### src/dge_pkg_buf.sv
// ----------------------------------------------------------------
// shared constants and types
// ----------------------------------------------------------------
package dge_pkg;
	// register bus
	localparam int          ADDR_W      = 4;
	localparam int          DATA_W      = 32;
	localparam logic [3:0]  REG_CFG     = 4'h0;
	localparam logic [3:0]  REG_STAT    = 4'h4;
	localparam logic [3:0]  REG_WORD    = 4'h8;
	localparam logic [31:0] CFG_RESET   = 32'h0000_0004;
	// configuration field positions
	localparam int          F_MODE_LO   = 0;
	localparam int          F_IN_REG    = 3;
	localparam int          F_IN_DDR_LO = 4;
	localparam int          F_IN_INV    = 6;
	localparam int          F_OREG_LO   = 7;
	localparam int          F_OUT_DDR_LO = 9;
	localparam int          F_OUT_INV   = 11;
	localparam int          F_OE_REG    = 12;
	localparam int          F_CONN_LO   = 13;
	// status field positions
	localparam int          S_OVERRUN   = 0;
	localparam int          S_CFG_ERR   = 1;
	localparam int          S_PAD       = 2;
	localparam int          S_FULL      = 3;
	// synchroniser lanes
	localparam int          L_PAD       = 0;
	localparam int          L_CAP       = 1;
	localparam int          L_LAUNCH    = 2;
	localparam int          N_LANES     = 3;

	typedef enum logic [2:0] {
		DGE_MODE_IN     = 3'h0,
		DGE_MODE_OUT    = 3'h1,
		DGE_MODE_BIDIR  = 3'h2,
		DGE_MODE_CLKOUT = 3'h3,
		DGE_MODE_UNUSED = 3'h4
	} dge_mode_t;

	typedef enum logic [1:0] {
		DGE_DDR_NONE    = 2'h0,
		DGE_DDR_NORMAL  = 2'h1,
		DGE_DDR_REALIGN = 2'h2
	} dge_ddr_t;

	typedef enum logic [1:0] {
		DGE_OREG_NONE   = 2'h0,
		DGE_OREG_PLAIN  = 2'h1,
		DGE_OREG_INV    = 2'h2
	} dge_oreg_t;

	typedef enum logic [2:0] {
		DGE_CONN_NORMAL = 3'h0,
		DGE_CONN_GCLK   = 3'h1,
		DGE_CONN_GCTRL  = 3'h2,
		DGE_CONN_PLLREF = 3'h3,
		DGE_CONN_PLLFB  = 3'h4,
		DGE_CONN_MIPI   = 3'h5
	} dge_conn_t;
endpackage : dge_pkg

// ----------------------------------------------------------------
// two-entry buffer, outputs straight from flops
// ----------------------------------------------------------------
module dge_buf2 #(
	parameter int W = 2
) (
	// clock and reset
	input  wire logic         ref_clk,
	input  wire logic         arst_n,
	// fill side
	input  wire logic         in_valid,
	output logic              in_ready,
	input  wire logic [W-1:0] in_data,
	// drain side
	output logic              out_valid,
	input  wire logic         out_ready,
	output logic [W-1:0]      out_data
);
	logic         head_v_reg, head_v_next;
	logic         tail_v_reg, tail_v_next;
	logic [W-1:0] head_reg,   head_next;
	logic [W-1:0] tail_reg,   tail_next;
	logic         pop;
	logic         push;

	always_comb begin
		pop         = head_v_reg & out_ready;
		push        = in_valid & ~tail_v_reg;
		head_v_next = head_v_reg;
		tail_v_next = tail_v_reg;
		head_next   = head_reg;
		tail_next   = tail_reg;
		if (pop) begin
			if (tail_v_reg) begin
				head_next   = tail_reg;
				tail_v_next = 1'b0;
			end else if (push) begin
				head_next = in_data;
			end else begin
				head_v_next = 1'b0;
			end
		end else if (push) begin
			if (!head_v_reg) begin
				head_v_next = 1'b1;
				head_next   = in_data;
			end else begin
				tail_v_next = 1'b1;
				tail_next   = in_data;
			end
		end
	end

	always_ff @(posedge ref_clk or negedge arst_n) begin
		if (!arst_n) begin
			head_v_reg <= 1'b0;
			tail_v_reg <= 1'b0;
			head_reg   <= '0;
			tail_reg   <= '0;
		end else begin
			head_v_reg <= head_v_next;
			tail_v_reg <= tail_v_next;
			head_reg   <= head_next;
			tail_reg   <= tail_next;
		end
	end

	assign in_ready  = ~tail_v_reg;
	assign out_valid = head_v_reg;
	assign out_data  = head_reg;
endmodule : dge_buf2

### src/dge_cell.sv
module dge_cell
	import dge_pkg::*;
(
	// clock and reset
	input  wire logic              ref_clk,
	input  wire logic              arst_n,
	// register port
	input  wire logic [ADDR_W-1:0] reg_addr,
	input  wire logic [DATA_W-1:0] reg_wdata,
	input  wire logic              reg_wr,
	input  wire logic              reg_rd,
	output logic [DATA_W-1:0]      reg_rdata,
	// core clocks from fabric
	input  wire logic              capture_clock,
	input  wire logic              launch_clock,
	// core input side
	output logic [1:0]             core_in_word,
	output logic                   core_in_valid,
	input  wire logic              core_in_ready,
	output logic                   core_in_direct,
	output logic                   bypass_input,
	// core output side
	input  wire logic [1:0]        core_out_word,
	input  wire logic              core_oe,
	// pad
	input  wire logic              pad_i,
	output logic                   pad_o,
	output logic                   pad_oe
);

	// ----------------------------------------------------------------
	// configuration decode
	// ----------------------------------------------------------------
	logic [DATA_W-1:0] cfg_reg, cfg_next;
	dge_mode_t         mode;
	dge_ddr_t          in_ddr;
	dge_ddr_t          out_ddr;
	dge_oreg_t         oreg;
	dge_conn_t         conn;
	logic              in_reg_on, in_inv, out_inv, oe_reg_on, cfg_err;
	always_comb begin
		mode      = dge_mode_t'(cfg_reg[F_MODE_LO +: 3]);
		in_reg_on = cfg_reg[F_IN_REG];
		in_ddr    = in_reg_on ? dge_ddr_t'(cfg_reg[F_IN_DDR_LO +: 2])
		                      : DGE_DDR_NONE;
		in_inv    = in_reg_on & cfg_reg[F_IN_INV];
		oreg      = dge_oreg_t'(cfg_reg[F_OREG_LO +: 2]);
		out_ddr   = (oreg == DGE_OREG_PLAIN) ? dge_ddr_t'(cfg_reg[F_OUT_DDR_LO +: 2])
		                                     : DGE_DDR_NONE;
		out_inv   = cfg_reg[F_OUT_INV];
		oe_reg_on = cfg_reg[F_OE_REG];
		conn      = dge_conn_t'(cfg_reg[F_CONN_LO +: 3]);
		// flagged so software sees a setting the cell quietly overrides
		cfg_err   = ((oreg == DGE_OREG_INV) && (cfg_reg[F_OUT_DDR_LO +: 2] != 2'h0))
		          | (!cfg_reg[F_IN_REG] && (cfg_reg[F_IN_DDR_LO +: 2] != 2'h0));
	end

	// ----------------------------------------------------------------
	// pin synchronisers: third and second flop must agree
	// ----------------------------------------------------------------
	logic [N_LANES-1:0] s1_reg, s2_reg, s3_reg, filt_reg, filt_d_reg;
	logic [N_LANES-1:0] filt_next;
	always_comb begin
		filt_next = filt_reg;
		for (int i = 0; i < N_LANES; i++) begin
			if (s2_reg[i] == s3_reg[i]) begin
				filt_next[i] = s3_reg[i];
			end
		end
	end
	always_ff @(posedge ref_clk or negedge arst_n) begin
		if (!arst_n) begin
			s1_reg     <= '0;
			s2_reg     <= '0;
			s3_reg     <= '0;
			filt_reg   <= '0;
			filt_d_reg <= '0;
		end else begin
			s1_reg     <= {launch_clock, capture_clock, pad_i};
			s2_reg     <= s1_reg;
			s3_reg     <= s2_reg;
			filt_reg   <= filt_next;
			filt_d_reg <= filt_reg;
		end
	end
	logic pad_lvl, cap_rise, cap_fall, lau_rise, lau_fall, cap_up, cap_dn, lau_up, lau_dn;
	always_comb begin
		pad_lvl  = filt_reg[L_PAD];
		cap_up   = filt_reg[L_CAP] & ~filt_d_reg[L_CAP];
		cap_dn   = ~filt_reg[L_CAP] & filt_d_reg[L_CAP];
		lau_up   = filt_reg[L_LAUNCH] & ~filt_d_reg[L_LAUNCH];
		lau_dn   = ~filt_reg[L_LAUNCH] & filt_d_reg[L_LAUNCH];
		cap_rise = in_inv ? cap_dn : cap_up;
		cap_fall = in_inv ? cap_up : cap_dn;
		lau_rise = out_inv ? lau_dn : lau_up;
		lau_fall = out_inv ? lau_up : lau_dn;
	end
	// ----------------------------------------------------------------
	// input path
	// ----------------------------------------------------------------
	logic       rise_s_reg, rise_s_next, fall_s_reg, fall_s_next;
	logic       direct_reg, direct_next, bypass_reg, bypass_next;
	logic       push;
	logic [1:0] push_data;
	logic       buf_ready;
	logic       ovr_reg, ovr_next;
	always_comb begin
		rise_s_next = rise_s_reg;
		fall_s_next = fall_s_reg;
		push        = 1'b0;
		push_data   = 2'h0;
		if (in_reg_on && cap_rise) begin
			rise_s_next = pad_lvl;
		end
		if (in_reg_on && cap_fall && in_ddr != DGE_DDR_NONE) begin
			fall_s_next = pad_lvl;
		end
		case (in_ddr)
			DGE_DDR_NONE: begin
				push      = in_reg_on & cap_rise;
				push_data = {1'b0, pad_lvl};
			end
			DGE_DDR_NORMAL: begin
				push      = cap_rise | cap_fall;
				push_data = cap_rise ? {fall_s_reg, pad_lvl} : {pad_lvl, rise_s_reg};
			end
			DGE_DDR_REALIGN: begin
				// falling sample held half a cycle, leaves with next rising one
				push      = cap_rise;
				push_data = {fall_s_reg, pad_lvl};
			end
			default: push = 1'b0;
		endcase
		if (mode != DGE_MODE_IN && mode != DGE_MODE_BIDIR) begin
			push = 1'b0;
		end
		direct_next = 1'b0;
		bypass_next = 1'b0;
		if (mode == DGE_MODE_IN || mode == DGE_MODE_BIDIR) begin
			if (!in_reg_on) begin
				bypass_next = (conn != DGE_CONN_NORMAL) & pad_lvl;
				direct_next = (conn == DGE_CONN_NORMAL || conn == DGE_CONN_PLLREF
				            || conn == DGE_CONN_PLLFB || conn == DGE_CONN_MIPI)
				            & pad_lvl;
			end
		end
	end
	dge_buf2 #(
		.W(2)
	) u_buf (
		.ref_clk   (ref_clk),
		.arst_n    (arst_n),
		.in_valid  (push),
		.in_ready  (buf_ready),
		.in_data   (push_data),
		.out_valid (core_in_valid),
		.out_ready (core_in_ready),
		.out_data  (core_in_word)
	);
	// ----------------------------------------------------------------
	// output path
	// ----------------------------------------------------------------
	logic pad_o_reg, pad_o_next, pad_oe_reg, pad_oe_next;
	logic hold1_reg, hold1_next, oe_q_reg, oe_q_next;
	logic drive_en;
	always_comb begin
		pad_o_next = pad_o_reg;
		hold1_next = hold1_reg;
		oe_q_next  = oe_q_reg;
		if (lau_rise) begin
			oe_q_next  = core_oe;
			hold1_next = core_out_word[1];
		end
		case (oreg)
			DGE_OREG_NONE: pad_o_next = core_out_word[0];
			DGE_OREG_INV: begin
				if (lau_rise) begin
					pad_o_next = ~core_out_word[0];
				end
			end
			DGE_OREG_PLAIN: begin
				if (lau_rise) begin
					pad_o_next = core_out_word[0];
				end else if (lau_fall && out_ddr == DGE_DDR_NORMAL) begin
					pad_o_next = core_out_word[1];
				end else if (lau_fall && out_ddr == DGE_DDR_REALIGN) begin
					pad_o_next = hold1_reg;
				end
			end
			default: pad_o_next = pad_o_reg;
		endcase
		if (mode == DGE_MODE_CLKOUT) begin
			pad_o_next = filt_reg[L_LAUNCH] ^ out_inv;
		end
		drive_en = oe_reg_on ? oe_q_next : core_oe;
		case (mode)
			DGE_MODE_OUT:    pad_oe_next = 1'b1;
			DGE_MODE_CLKOUT: pad_oe_next = 1'b1;
			DGE_MODE_BIDIR:  pad_oe_next = drive_en;
			default:         pad_oe_next = 1'b0;
		endcase
	end
	// ----------------------------------------------------------------
	// register port
	// ----------------------------------------------------------------
	logic [DATA_W-1:0] rdata_reg, rdata_next;
	always_comb begin
		cfg_next = cfg_reg;
		// a word dropped in the very cycle of the clear still counts
		ovr_next = ovr_reg;
		if (reg_wr && reg_addr == REG_CFG) begin
			cfg_next = reg_wdata;
		end
		if (reg_wr && reg_addr == REG_STAT && reg_wdata[S_OVERRUN]) begin
			ovr_next = 1'b0;
		end
		if (push && !buf_ready) begin
			ovr_next = 1'b1;
		end
		rdata_next = '0;
		if (reg_rd) begin
			case (reg_addr)
				REG_CFG:  rdata_next = cfg_reg;
				REG_STAT: rdata_next[S_FULL:S_OVERRUN] = {~buf_ready, pad_lvl, cfg_err, ovr_reg};
				REG_WORD: rdata_next[1:0] = {fall_s_reg, rise_s_reg};
				default:  rdata_next = '0;
			endcase
		end
	end
	always_ff @(posedge ref_clk or negedge arst_n) begin
		if (!arst_n) begin
			cfg_reg    <= CFG_RESET;
			ovr_reg    <= 1'b0;
			rdata_reg  <= '0;
			rise_s_reg <= 1'b0;
			fall_s_reg <= 1'b0;
			direct_reg <= 1'b0;
			bypass_reg <= 1'b0;
			pad_o_reg  <= 1'b0;
			pad_oe_reg <= 1'b0;
			hold1_reg  <= 1'b0;
			oe_q_reg   <= 1'b0;
		end else begin
			cfg_reg    <= cfg_next;
			ovr_reg    <= ovr_next;
			rdata_reg  <= rdata_next;
			rise_s_reg <= rise_s_next;
			fall_s_reg <= fall_s_next;
			direct_reg <= direct_next;
			bypass_reg <= bypass_next;
			pad_o_reg  <= pad_o_next;
			pad_oe_reg <= pad_oe_next;
			hold1_reg  <= hold1_next;
			oe_q_reg   <= oe_q_next;
		end
	end

	assign reg_rdata      = rdata_reg;
	assign core_in_direct = direct_reg;
	assign bypass_input   = bypass_reg;
	assign pad_o          = pad_o_reg;
	assign pad_oe         = pad_oe_reg;
endmodule : dge_cell

### config.mk
export PLATFORM = sky130hd
export DESIGN_NAME = dge_cell
export DESIGN_NICKNAME = d
export VERILOG_FILES = /design/src/dge_pkg_buf.sv /design/src/dge_cell.sv
export SDC_FILE = /design/constraint.sdc
export NUM_CORES = 1
export LEC_CHECK = 0
export BUFFER_PORTS_ARGS = -buffer_cell sky130_fd_sc_hd__buf_2
export CAP_MARGIN = 20
export CORE_UTILIZATION = 45
export CTS_CLUSTER_DIAMETER = 150
export DETAILED_ROUTE_END_ITERATION = 8
export PLACE_DENSITY = 0.71
export RECOVER_POWER = 25
export SYNTH_ARGS = -nofsm -noshare
export SYNTH_HDL_FRONTEND = slang
export SYNTH_SLANG_ARGS = --single-unit
### constraint.sdc
create_clock -name ref_clk -period 3.3 [get_ports ref_clk]
set_input_delay 0.165 -clock ref_clk [delete_from_list [all_inputs] [get_ports ref_clk]]
set_output_delay 0.165 -clock ref_clk [all_outputs]
set_load 0.005 [all_outputs]
* Word level (Yosys, flattened, before mapping)
Index checks and enable logic that the tools add are counted.
Word-level totals: bits in registers 94, input bits 47, output and inout port bits 39, logic and storage cells 144
Cells by class: equality and inequality tests 23, multiplexer cells 41, bitwise operators 20, reductions and logical operators 38
Operators by type and width (number):
- $mux 32 | 1
- $mux 28 | 1
- $mux 1 | 25
- $mux 2 | 8
- $reduce_bool 2->1 | 7
- $logic_and 1x1->1 | 12
- $pmux 2 s3 | 2
- $reduce_and 3->1 | 4
- $and 1x1->1 | 10
- $eq 3x2->1 const B | 3
- $not 1->1 | 7
- $eq 2x1->1 const B | 3
- $eq 2x2->1 const B | 3
- $eq 3x3->1 const B | 2
- $logic_not 3->1 | 2
- $ne 2x2->1 const B | 3
- $ne 3x2->1 const B | 2
- $pmux 1 s3 | 2
- $reduce_bool 3->1 | 2
- $ne 5x2->1 const B | 1
- $eq 4x3->1 const B | 1
- $eq 4x4->1 const B | 1
- $logic_not 2->1 | 2
- $logic_not 4->1 | 1
- 11 further kinds | 17

* Longest topological paths before layout
Gate-level depths: netlist (run 1).
depth in word-level cells 10, mapped depth 6, mapped depth without buffers 6

* Modules after synthesis
A second synthesis (run 1) with hierarchy kept.
Second synthesis, totals: cells, all modules 302, area, all modules 3801.1 µm²
Modules (own cells, without submodules):
- dge_cell | times used 1, cells an instance 277, area each 3493.4 µm², sequential area each 2178.3 µm²
- dge_buf2 | times used 1, cells an instance 25, area each 307.8 µm², sequential area each 150.1 µm²

* Least setup slack after synthesis (run 1)
Ideal clock, no wire load.
path type register to register, start point reg filt_reg[1], end point reg u_buf.tail_reg[1], setup time 125 ps, data arrival time 1728 ps, data required time 3175 ps, setup slack 1448 ps, stages on the path, launching flop included 7, buffers on the path 0, period minus slack after synthesis 1852 ps, cell sequence dfrtp_1 inv_1 ha_1 o21ai_0 o2111ai_1 nor4b_2 mux2_2
On the way: word-level cells in the longest chain between the ends 8, elaborated cells between the ends (all ways) 13, those cells by class 6 x mux; 6 x bitwise; 1 x reduce/logical
Ends and longest elaborated chain:
- start, declared | line dge_cell.sv:61 | logic [N_LANES-1:0] s1_reg, s2_reg, s3_reg, filt_reg, filt_d_reg;
- start signal, assigned | line dge_cell.sv:82 | filt_reg <= filt_next;
- $not 1->1 | line dge_cell.sv:90 | cap_dn = ~filt_reg[L_CAP] & filt_d_reg[L_CAP];
- $and 1x1->1 | line dge_cell.sv:90
- $mux 1 (on tied branches) | line dge_cell.sv:93, dge_cell.sv:94
- $or 1x1->1 or $and 1x1->1 (tied branches) | line dge_cell.sv:124, dge_cell.sv:120
- $pmux 1 s3 | line dge_cell.sv:118 | case (in_ddr)
- $mux 1 | line dge_cell.sv:134 | if (mode != DGE_MODE_IN && mode != DGE_MODE_BIDIR) begin
- $and 1x1->1 | line dge_pkg_buf.sv:90 | push = in_valid & ~tail_v_reg;
- $reduce_and 3->1 (no source line)
- end signal, assigned | line dge_pkg_buf.sv:125 | tail_reg <= tail_next;
- end, declared | line dge_pkg_buf.sv:84 | logic [W-1:0] tail_reg, tail_next;
Several ways; a longest one is shown, not always the timed one. A chain may end at the register's enable or synchronous reset.

* Worst setup path after layout (run 1)
Same ends and word-level chain as after synthesis.

==> results of run 1 <==
## synthesized netlist by cell type (2+ instances only)
cell type	instances
a21boi_0	2
a21oi_1	4
a31oi_1	4
and2_1	27
and3_1	4
buf_2	4
clkbuf_1	7
dfrtp_1	92
ha_1	5
inv_1	14
maj3_1	3
mux2_2	31
mux2i_1	6
nand2_1	11
nand2b_1	3
nand3_1	2
nand3b_1	4
nand4_1	2
nand4b_1	2
nor2_1	14
nor2b_1	3
nor3_1	6
o2111ai_1	2
o21a_1	2
o21ai_0	11
o21bai_1	2
xnor2_1	4
## stage by stage
step / total power (uW) / cell area (um^2) / utilization / setup slack (ns)
after floorplan: 1829 / 3826 / - / 1.448
final: 2706 / 4573 / 0.5566 / 1.282
after global placement: 1982 / 4344 / 0.5287 / 1.367
after CTS: 2743 / 4576 / 0.5569 / 1.262
after global routing: 2871 / 4573 / 0.5566 / 1.135
after detailed placement: 2016 / 4344 / 0.5287 / 1.300
## area by class of cell
| class | count | area [um^2] |
|---|---|---|
| Fill cell | 707 | 3643 |
| Tap cell | 105 | 131.4 |
| Timing Repair Buffer | 92 | 488.0 |
| Clock inverter | 7 | 67.56 |
| Inverter | 14 | 52.55 |
| Clock buffer | 9 | 123.9 |
| Multi-Input combinational cell | 179 | 1381 |
| Sequential cell | 93 | 2328 |
## worst paths after layout
| path | startpoint | to | slack (ns) |
|---|---|---|---|
| max | filt_reg[1] | u_buf.tail_reg[1] | 1.28 |
| min | reg_wdata[8] | cfg_reg[8] | 0.02 |
| max reg2reg | filt_reg[1] | u_buf.tail_reg[1] | 1.28 |
| min in group asynchronous | arst_n | u_buf.out_data[0] | 0.65 |
| min reg2reg | s1_reg[1] | s2_reg[1] | 0.36 |
| max in group asynchronous | arst_n | filt_d_reg[2] | 1.66 |
## where the power goes
group / switching (uW) / internal (uW)
clock network: 425 / 292
logic: 235 / 281
registers: 160 / 1310
total: 820 / 1890
## metal layers
| metal | part of all wire | GRT usage |
|---|---|---|
| met1 | 0.44 | 0.2156 |
| met2 | 0.48 | 0.2844 |
| met3 | 0.069 | 0.05663 |
| met4 | 0.014 | 0.07308 |
| met5 | 0 | 0 |
## cells by family after synthesis
group | count (synthesis)
flip-flops | 93
AO/OA/AOI/OAI | 44
multiplexers | 38
buffers and inverters | 27
adder cells (fa/ha/maj) | 8
XOR/XNOR | 4
AND/OR/NAND/NOR | 85
## critical path, stage by stage (launching register included)
cell and delay (ns):
dfrtp_1 0.40, inv_1 0.06, ha_1 0.28, o21ai_0 0.22, o2111ai_1 0.19, nor4b_2 0.38
mux2_2 0.38
==> results.cfg, run 1 <==
[sta]
setup_viol = 0
worst_slew_pin_slew_ns = 1.352
slew_viol_final = 0
rsz0062_at_grt = false
setup_tns_ns = 0
fin_skew_ns = 0.007992
fin_crit_sh = 0.6115
max-slew-margin-rel = 0.09849
max_freq_mhz = 495.6
finalHoldViolCount = 0
period_needed_ns = 2.018
hold_ws_ns = 0.02063

[worst_setup_path]
worstPathRequired_ns = 3.54
reg2reg_depth = 6
critPathKind = register to register
cp.arrival_ns = 2.26
cp_max_fo = 4
cp-start-kind = register
worst_setup_path_end_kind = register

[synth]
syn_inst = 299
ys_types = 55
synth_top_family_by_area = simple AND/OR/NAND/NOR gates
synthAdderAreaFrac = 0.02420
syn_area_per_cell_um2 = 12.80
synth_area_mm2 = 0.003826
yosysTopAreaCellShare = 0.6017
synth_compound_area_frac = 0.08862
synthMuxAreaShare = 0.1099
synth_edf_count = 0
yosys.area_share.simple = 0.1288
synth_area_leaders = dfrtp_1 (60%), mux2_2 (9.1%), and2_1 (4.4%)
async_flop_share = 1.000
yosys.area.top_type = dfrtp_1
yosysSeqAreaShare = 0.6086
synth_xor_area_frac = 0.009156
syn_nets = 351
yosys_warnings = 0
synth-main-ff-cell = dfrtp_1
ys_seq_elements = 93

[global_route]
grt_overflow = 0
antenna_found_initial = 0
grt_use_total = 0.1757
grt_max_degree = 56
grt_pass1_vias = 2509
grt_pass1_wl_um = 11790

[drt]
drtAntennaViolNets = 0
drc = 0
drtIter0Drc = 55
viasPerCell = 5.068
wl_per_cell_um = 14.30
drt_first_pass_iters = 4
wl_um = 7136
vias = 2529

[die]
rows = 33
core_area_mm2 = 0.008217
start_util = 0.4657
dieArea_mm2 = 0.008876
ioPinCount = 86
die_y_um = 94.21
fp.dieW_um = 94.21

[layout]
area_growth_pct = 19.52
layout.cells.most_common = dfrtp_1
fin_cells = 499
final_cell_mix = dfrtp_1 (92), buf_2 (84), mux2_2 (31), and2_1 (27)
final_layout_size_suffix_gt1_frac = 0.3680
fin_nets = 441
diodes = 0

[clocking]
holdBufCountCts = 4
ctsResizeCount = 0
cts_sinks = 93
clockRootBuffer = clkbuf_8
clkLatencyLatePin_ns = 0.35
cts_tree = yes
post-cts-setup-buffers = 0
cts_buffers = 9
htreeDepth = 3
clockBufferDepth = 2
clk_pin_slew_ns = 0.09

[run]
cap_violations = 0

[min_path]
min_path_cells = 3
hold_class = primary input to register

[pwr]
p_leak_uw = 0.002272
power.density_mw_per_mm2 = 591.7
ir_worst_vdd_v = 0.0003968

[placed_design]
dp_cells = 479
io_buffers = 85
dpl.hpwl_um = 4956
finalWeightedCongestion = 0.8010

[run_status]
status = finished, final reports clean
Note: power is estimated with default switching activity, not from simulation.
==> inputs of run 2 (changes only) <==
--- a/config.mk
+++ b/config.mk
@@ -5,12 +5,13 @@
 export SDC_FILE = /design/constraint.sdc
 export NUM_CORES = 1
 export LEC_CHECK = 0
+export ABC_AREA = 1
 export BUFFER_PORTS_ARGS = -buffer_cell sky130_fd_sc_hd__buf_2
 export CAP_MARGIN = 20
 export CORE_UTILIZATION = 45
 export CTS_CLUSTER_DIAMETER = 150
 export DETAILED_ROUTE_END_ITERATION = 8
-export PLACE_DENSITY = 0.71
+export PLACE_DENSITY = 0.72
 export RECOVER_POWER = 25
 export SYNTH_ARGS = -nofsm -noshare
 export SYNTH_HDL_FRONTEND = slang
==> constraint.sdc (replaced) <==
create_clock -name ref_clk -period 1.9 [get_ports ref_clk]
set_input_delay 0.095 -clock ref_clk [delete_from_list [all_inputs] [get_ports ref_clk]]
set_output_delay 0.095 -clock ref_clk [all_outputs]
set_load 0.005 [all_outputs]
==> run 2 against run 1 <==
  * Count of clock-buffer cells in the layout up 1
  * Synthesized cell count increased by 27%
  * Clock skew increased by 0.00092 ns
  * Critical endpoint unchanged
  * Power up 65%
  * Worst hold slack lost 0.014 ns
  * Clock power rose by 81%
  * Largest power group unchanged
  * Cell area is 3.7% higher
  * Sequential share of layout area down 1.8 points
==> results.cfg, run 2 <==
[layout]
fin_nets = 556
layout.cells.most_common = dfrtp_1
final_layout_size_suffix_gt1_frac = 0.2220
fillers = 659
final_area_mm2 = 0.004743
final_cell_mix = dfrtp_1 (92), buf_2 (84), nor2_1 (72), inv_1 (59), a21oi_1 (43)
diodes = 0
area_growth_pct = 29.61

[die]
core_area_mm2 = 0.007807
rows = 32
ioPinCount = 86
dieArea_mm2 = 0.008497
die_y_um = 92.18
start_util = 0.4688
fp.dieW_um = 92.18

[global_route]
antenna_found_initial = 0
grt_max_degree = 64
grt_overflow = 0
grt_use_total = 0.1946
grt_pass1_vias = 2932
grt_pass1_wl_um = 13050

[synth]
syn_area_per_cell_um2 = 9.606
async_flop_share = 1.000
yosysTopAreaCellShare = 0.6291
syn_inst = 381
yosys-top-cells-count = dfrtp_1 (92), nor2_1 (72), inv_1 (59), a21oi_1 (43), nand2_1 (39)
yosys_warnings = 0
synth_area_mm2 = 0.003660
ys_seq_elements = 93
synth.most_common_cell = dfrtp_1
syn_nets = 433
ys_types = 29
synth-main-ff-cell = dfrtp_1
synth_edf_count = 0
yosys.area.top_type = dfrtp_1
synth_area_leaders = dfrtp_1 (63%), nor2_1 (7.4%), inv_1 (6.1%)
yosysSeqAreaShare = 0.6362

[worst_setup_path]
worst_setup_path_end_kind = register
reg2reg_depth = 9
r2r_slack_ns = 0.25
cp_max_fo = 6
rr_endpoint = u_buf.tail_reg[1]
cp.arrival_ns = 1.88
critPathKind = register to register
r2r_start = filt_reg[1]
worstPathRequired_ns = 2.13
cp-start-kind = register

[min_path]
min_path_cells = 3
hp-start = reg_wdata[20]
hold_class = primary input to register
hold_path_end = cfg_reg[20]

[drt]
wl_per_cell_um = 12.62
wl_um = 7708
drc = 0
drtIter0Drc = 112
drt_first_pass_iters = 4
vias = 3007
drtAntennaViolNets = 0
viasPerCell = 4.921

[clocking]
cts_buffers = 9
clockRootBuffer = clkbuf_8
clockBufferDepth = 2
clkLatencyLatePin_ns = 0.35
clk_pin_slew_ns = 0.08
cts_sinks = 93
cts_tree = yes
htreeDepth = 3

[placed_design]
io_buffers = 85
dpl.hpwl_um = 5145
finalWeightedCongestion = 0.8646
place_area_mm2 = 0.004228

[sta]
setup_viol = 0
max-slew-margin-rel = 0.2725
worst_slew_pin_slew_ns = 1.091
fin_crit_sh = 0.8706
slew_viol_final = 0
rsz0062_at_grt = false
setup_tns_ns = 0
fin_skew_ns = 0.008915
max_freq_mhz = 604.5
period_needed_ns = 1.654
finalHoldViolCount = 0

[run_status]
status = finished, final reports clean

[pwr]
ir_worst_vdd_v = 0.0005737
p_leak_uw = 0.002639
power.density_mw_per_mm2 = 943.3

[run]
cap_violations = 0
[run 2: what timing repair did]
action | in CTS | in global routing
hold buffers | 32 | 1
buffers inserted | 0 | 0
endpoints found under the hold margin | 56 | 1
gates resized for setup | 0 | 0
[run 2: through the flow]
step | hold WS [ns] | util | setup slack (ns) | std cells | total power, uW
CTS | 0.0006927 | 0.6082 | 0.2575 | 610 | 4516
detailed placement | 0.02839 | 0.5415 | 0.2736 | 562 | 3161
global placement | 0.02608 | 0.5415 | 0.3559 | 562 | 3128
floorplan | -0.2006 | - | 0.4355 | 381 | 2880
finish | 0.007013 | 0.6075 | 0.2458 | 611 | 4474
global route | 0.01588 | 0.6075 | 0.04497 | 611 | 4741
[run 2: routing by layer]
layer,track usage,up-vias,share of wire
li1,-,1447,-
met1,0.2539,1452,0.45
met2,0.3234,96,0.49
met3,0.03731,12,0.049
met4,0.07161,0,0.014
met5,0,-,0
[run 2: cells by family after synthesis]
logic type                 after synthesis  synth area share
AOI/OAI and AO/OA                       68           0.09983
adders and majority gates                8           0.02530
buffers and inverters                   69           0.07282
DFF                                     93            0.6362
muxes                                    1          0.003077
and+or+nand+nor                        142            0.1627
[run 2: worst max-delay path by stage]
stage,start,endpoint,slack (ns),depth (start not counted)
6_report,filt_reg[1],u_buf.tail_reg[1],0.25,9
5_1_grt,arst_n,u_buf.out_data[1],0.04,3
4_1_cts,filt_reg[1],u_buf.out_data[0],0.26,11
3_5_place_dp,filt_reg[1],u_buf.out_data[0],0.27,11
3_3_place_gp,filt_reg[1],u_buf.out_data[0],0.36,11
2_1_floorplan,filt_reg[1],u_buf.out_data[0],0.44,11
[run 2: cell type report]
type                            instances  area (um^2)  share of cell area
Inverter                               59        221.5             0.04669
Clock inverter                          6        62.56             0.01319
Timing Repair Buffer                  122        798.3              0.1683
Tap cell                              102        127.6             0.02691
Multi-Input combinational cell        219         1067              0.2250
Clock buffer                           10        137.6             0.02902
Sequential cell                        93         2328              0.4909
[run 2: worst max-delay path: stages, from the launching register on]
cell,delay [ns]
dfrtp_1,0.41
inv_1,0.07
ha_1,0.16
inv_1,0.06
o21ai_2,0.25
nand3_1,0.12
nand2_2,0.10
nand4_1,0.19
nand2_1,0.11
o21ai_1,0.07
[run 2: power breakdown]
group	internal, uW	total [uW]	leakage (uW)	switching, uW
Combinational	332	807	0.00141	475
Sequential	2230	2370	0.00114	143
Clock	639	1300	0.0000943	659
Total	3200	4470	0.00264	1280
==> inputs of run 3 (changes only) <==
--- a/config.mk
+++ b/config.mk
@@ -5,13 +5,13 @@
 export SDC_FILE = /design/constraint.sdc
 export NUM_CORES = 1
 export LEC_CHECK = 0
-export ABC_AREA = 1
+export ABC_AREA = 0
 export BUFFER_PORTS_ARGS = -buffer_cell sky130_fd_sc_hd__buf_2
 export CAP_MARGIN = 20
 export CORE_UTILIZATION = 45
 export CTS_CLUSTER_DIAMETER = 150
 export DETAILED_ROUTE_END_ITERATION = 8
-export PLACE_DENSITY = 0.72
+export PLACE_DENSITY = 0.71
 export RECOVER_POWER = 25
 export SYNTH_ARGS = -nofsm -noshare
 export SYNTH_HDL_FRONTEND = slang
==> run 3 against run 2 <==
  * Utilization hardly changed
  * Final cell count is 12% lower
  * Fmax is 9.2% lower
  * Sequential share of layout area is 2.5 points lower
  * Critical path depth is 3 lower
  * Count of clock-buffer cells in the layout stayed put
  * Global-route usage is 0.17 points lower
  * Sequential power is 7% higher
  * Combinational power is 29% higher
  * Non-clock buffer count is 10 higher
  * Power is 8.3% higher
  * Die area is 4.5% higher
  * Largest power group unchanged
==> results.cfg, run 3 (synthesized netlist as in run 1, its figures left out) <==
[min_path]
hold_class = primary input to register

[worst_setup_path]
crit_path_top_delay_cell = dfrtp_1
cp.arrival_ns = 2.10
cp_max_fo = 4
critPathKind = register to register
cp-start-kind = register
crit_path_max_incr_delay_ns = 0.39
path_cells = buf_4 > ha_1 > mux2_1 > o2111a_1 > o21ai_2 > mux2i_1
critPathTopFamily = multiplexers
worstPathRequired_ns = 2.17
worst_setup_path_end_kind = register
crit_buf_inv = 1

[die]
fp.dieW_um = 94.21
dieArea_mm2 = 0.008876
ioPinCount = 86
die_y_um = 94.21
start_util = 0.4657
rows = 33
core_area_mm2 = 0.008217

[layout]
area_growth_pct = 30.51
diodes = 0
layout.cells.most_common = dfrtp_1
final_area_mm2 = 0.004994
fillers = 682
final_util = 0.6077
fin_nets = 481
final_cell_mix = dfrtp_1 (92), buf_2 (84), dlygate4sd3_1 (37), mux2_2 (31), and2_1 (27)
final_layout_size_suffix_gt1_frac = 0.3548

[pwr]
ir_worst_vdd_v = 0.0004244
power.density_mw_per_mm2 = 970.3
p_leak_uw = 0.002451
power_uw = 4845

[placed_design]
finalWeightedCongestion = 0.8135
place_area_mm2 = 0.004407
dpl.hpwl_um = 5208
io_buffers = 85

[global_route]
grt_use_total = 0.1929
grt_pass1_vias = 2707
antenna_found_initial = 0
grt_max_degree = 50
grt_pass1_wl_um = 12970
grt_overflow = 0

[drt]
wl_per_cell_um = 14.63
drc = 0
wl_um = 7887
drt_first_pass_iters = 4
drtIter0Drc = 117
drtAntennaViolNets = 0
viasPerCell = 4.980
vias = 2684

[clocking]
cts_buffers = 9
cts_tree = yes
clk_pin_slew_ns = 0.09
clkLatencyLatePin_ns = 0.35
clockBufferDepth = 2
htreeDepth = 3
cts_sinks = 93
clockRootBuffer = clkbuf_8

[sta]
rsz0062_at_grt = true
setup_viol = 0
worst_slew_pin_slew_ns = 0.8653
max-slew-margin-rel = 0.4231
finalHoldViolCount = 0
fin_crit_sh = 0.9593
setup_tns_ns = 0
period_needed_ns = 1.823
slew_viol_final = 0
fin_skew_ns = 0.01475
max_freq_mhz = 548.7

[run_status]
status = finished, final reports clean

[run]
cap_violations = 0
==> run 3: changes by cell type in the layout (fill, tap and decap cells not counted), sizes merged, moves of 27 or more <==
| cell | delta |
|---|---|
| nor2 | -59 |
| a21oi | -39 |
| inv | -39 |
| mux2 | +31 |
| nand2 | -30 |
| and2 | +27 |
==> run 3: layout make-up <==
cell class	instances	area [um^2]	area share
clock buffer	10	127.6	0.02556
clock inverter	6	60.06	0.01203
inverter	14	52.55	0.01052
multi-input combinational	179	1401	0.2806
sequential	93	2328	0.4663
tap	105	131.4	0.02631
timing repair buffer	132	892.1	0.1787
==> run 3: layer usage <==
| layer | global-route usage | part of all wire |
|---|---|---|
| met5 | 0 | 0 |
| met4 | 0.07051 | 0.016 |
| met3 | 0.04854 | 0.054 |
| met2 | 0.3200 | 0.49 |
| met1 | 0.2428 | 0.44 |
==> run 3: through the flow <==
step	std cells	worst slack, ns	hold WS, ns
global route	539	-0.02650	0.05320
CTS	538	0.02732	0.01409
global placement	484	0.02701	0.07152
finish	539	0.07738	0.03787
floorplan	299	0.04762	-0.2006
detailed placement	484	-0.05930	0.07915
==> run 3: report_power, final <==
part | total [uW] | leakage, uW | internal [uW] | switching [uW]
Clock | 1270 | 0.0000976 | 519 | 747
Combinational | 1040 | 0.00117 | 578 | 466
Sequential | 2540 | 0.00119 | 2280 | 256
==> run 3: timing repair <==
item                                   4_1_cts  5_1_grt
setup buffers                                1        1
setup endpoints to repair                    1        3
endpoints found under the hold margin       70        0
gates resized for setup                      0        5
pin swaps                                    1        4
hold buffers                                37        0
==> run 3: final timing paths <==
path | from | end | slack, ns | cells after the start
worst max-delay path | filt_reg[1] | u_buf.out_data[0] | 0.08 | 6
worst min-delay path | reg_addr[0] | reg_rdata[0] | 0.04 | 4
worst max register to register | filt_reg[1] | u_buf.out_data[0] | 0.08 | 6
worst min register to register | s1_reg[2] | s2_reg[2] | 0.36 | 0
max in group asynchronous | arst_n | cfg_reg[14] | 0.51 | 3
min in group asynchronous | arst_n | u_buf.out_valid | 0.37 | 2
==> run 3: worst reg2reg max path, stage by stage, from the launching register on <==
cell and delay [ns]:
dfrtp_1 0.39, buf_4 0.14, ha_1 0.22, mux2_1 0.33, o2111a_1 0.31, o21ai_2 0.17
mux2i_1 0.19
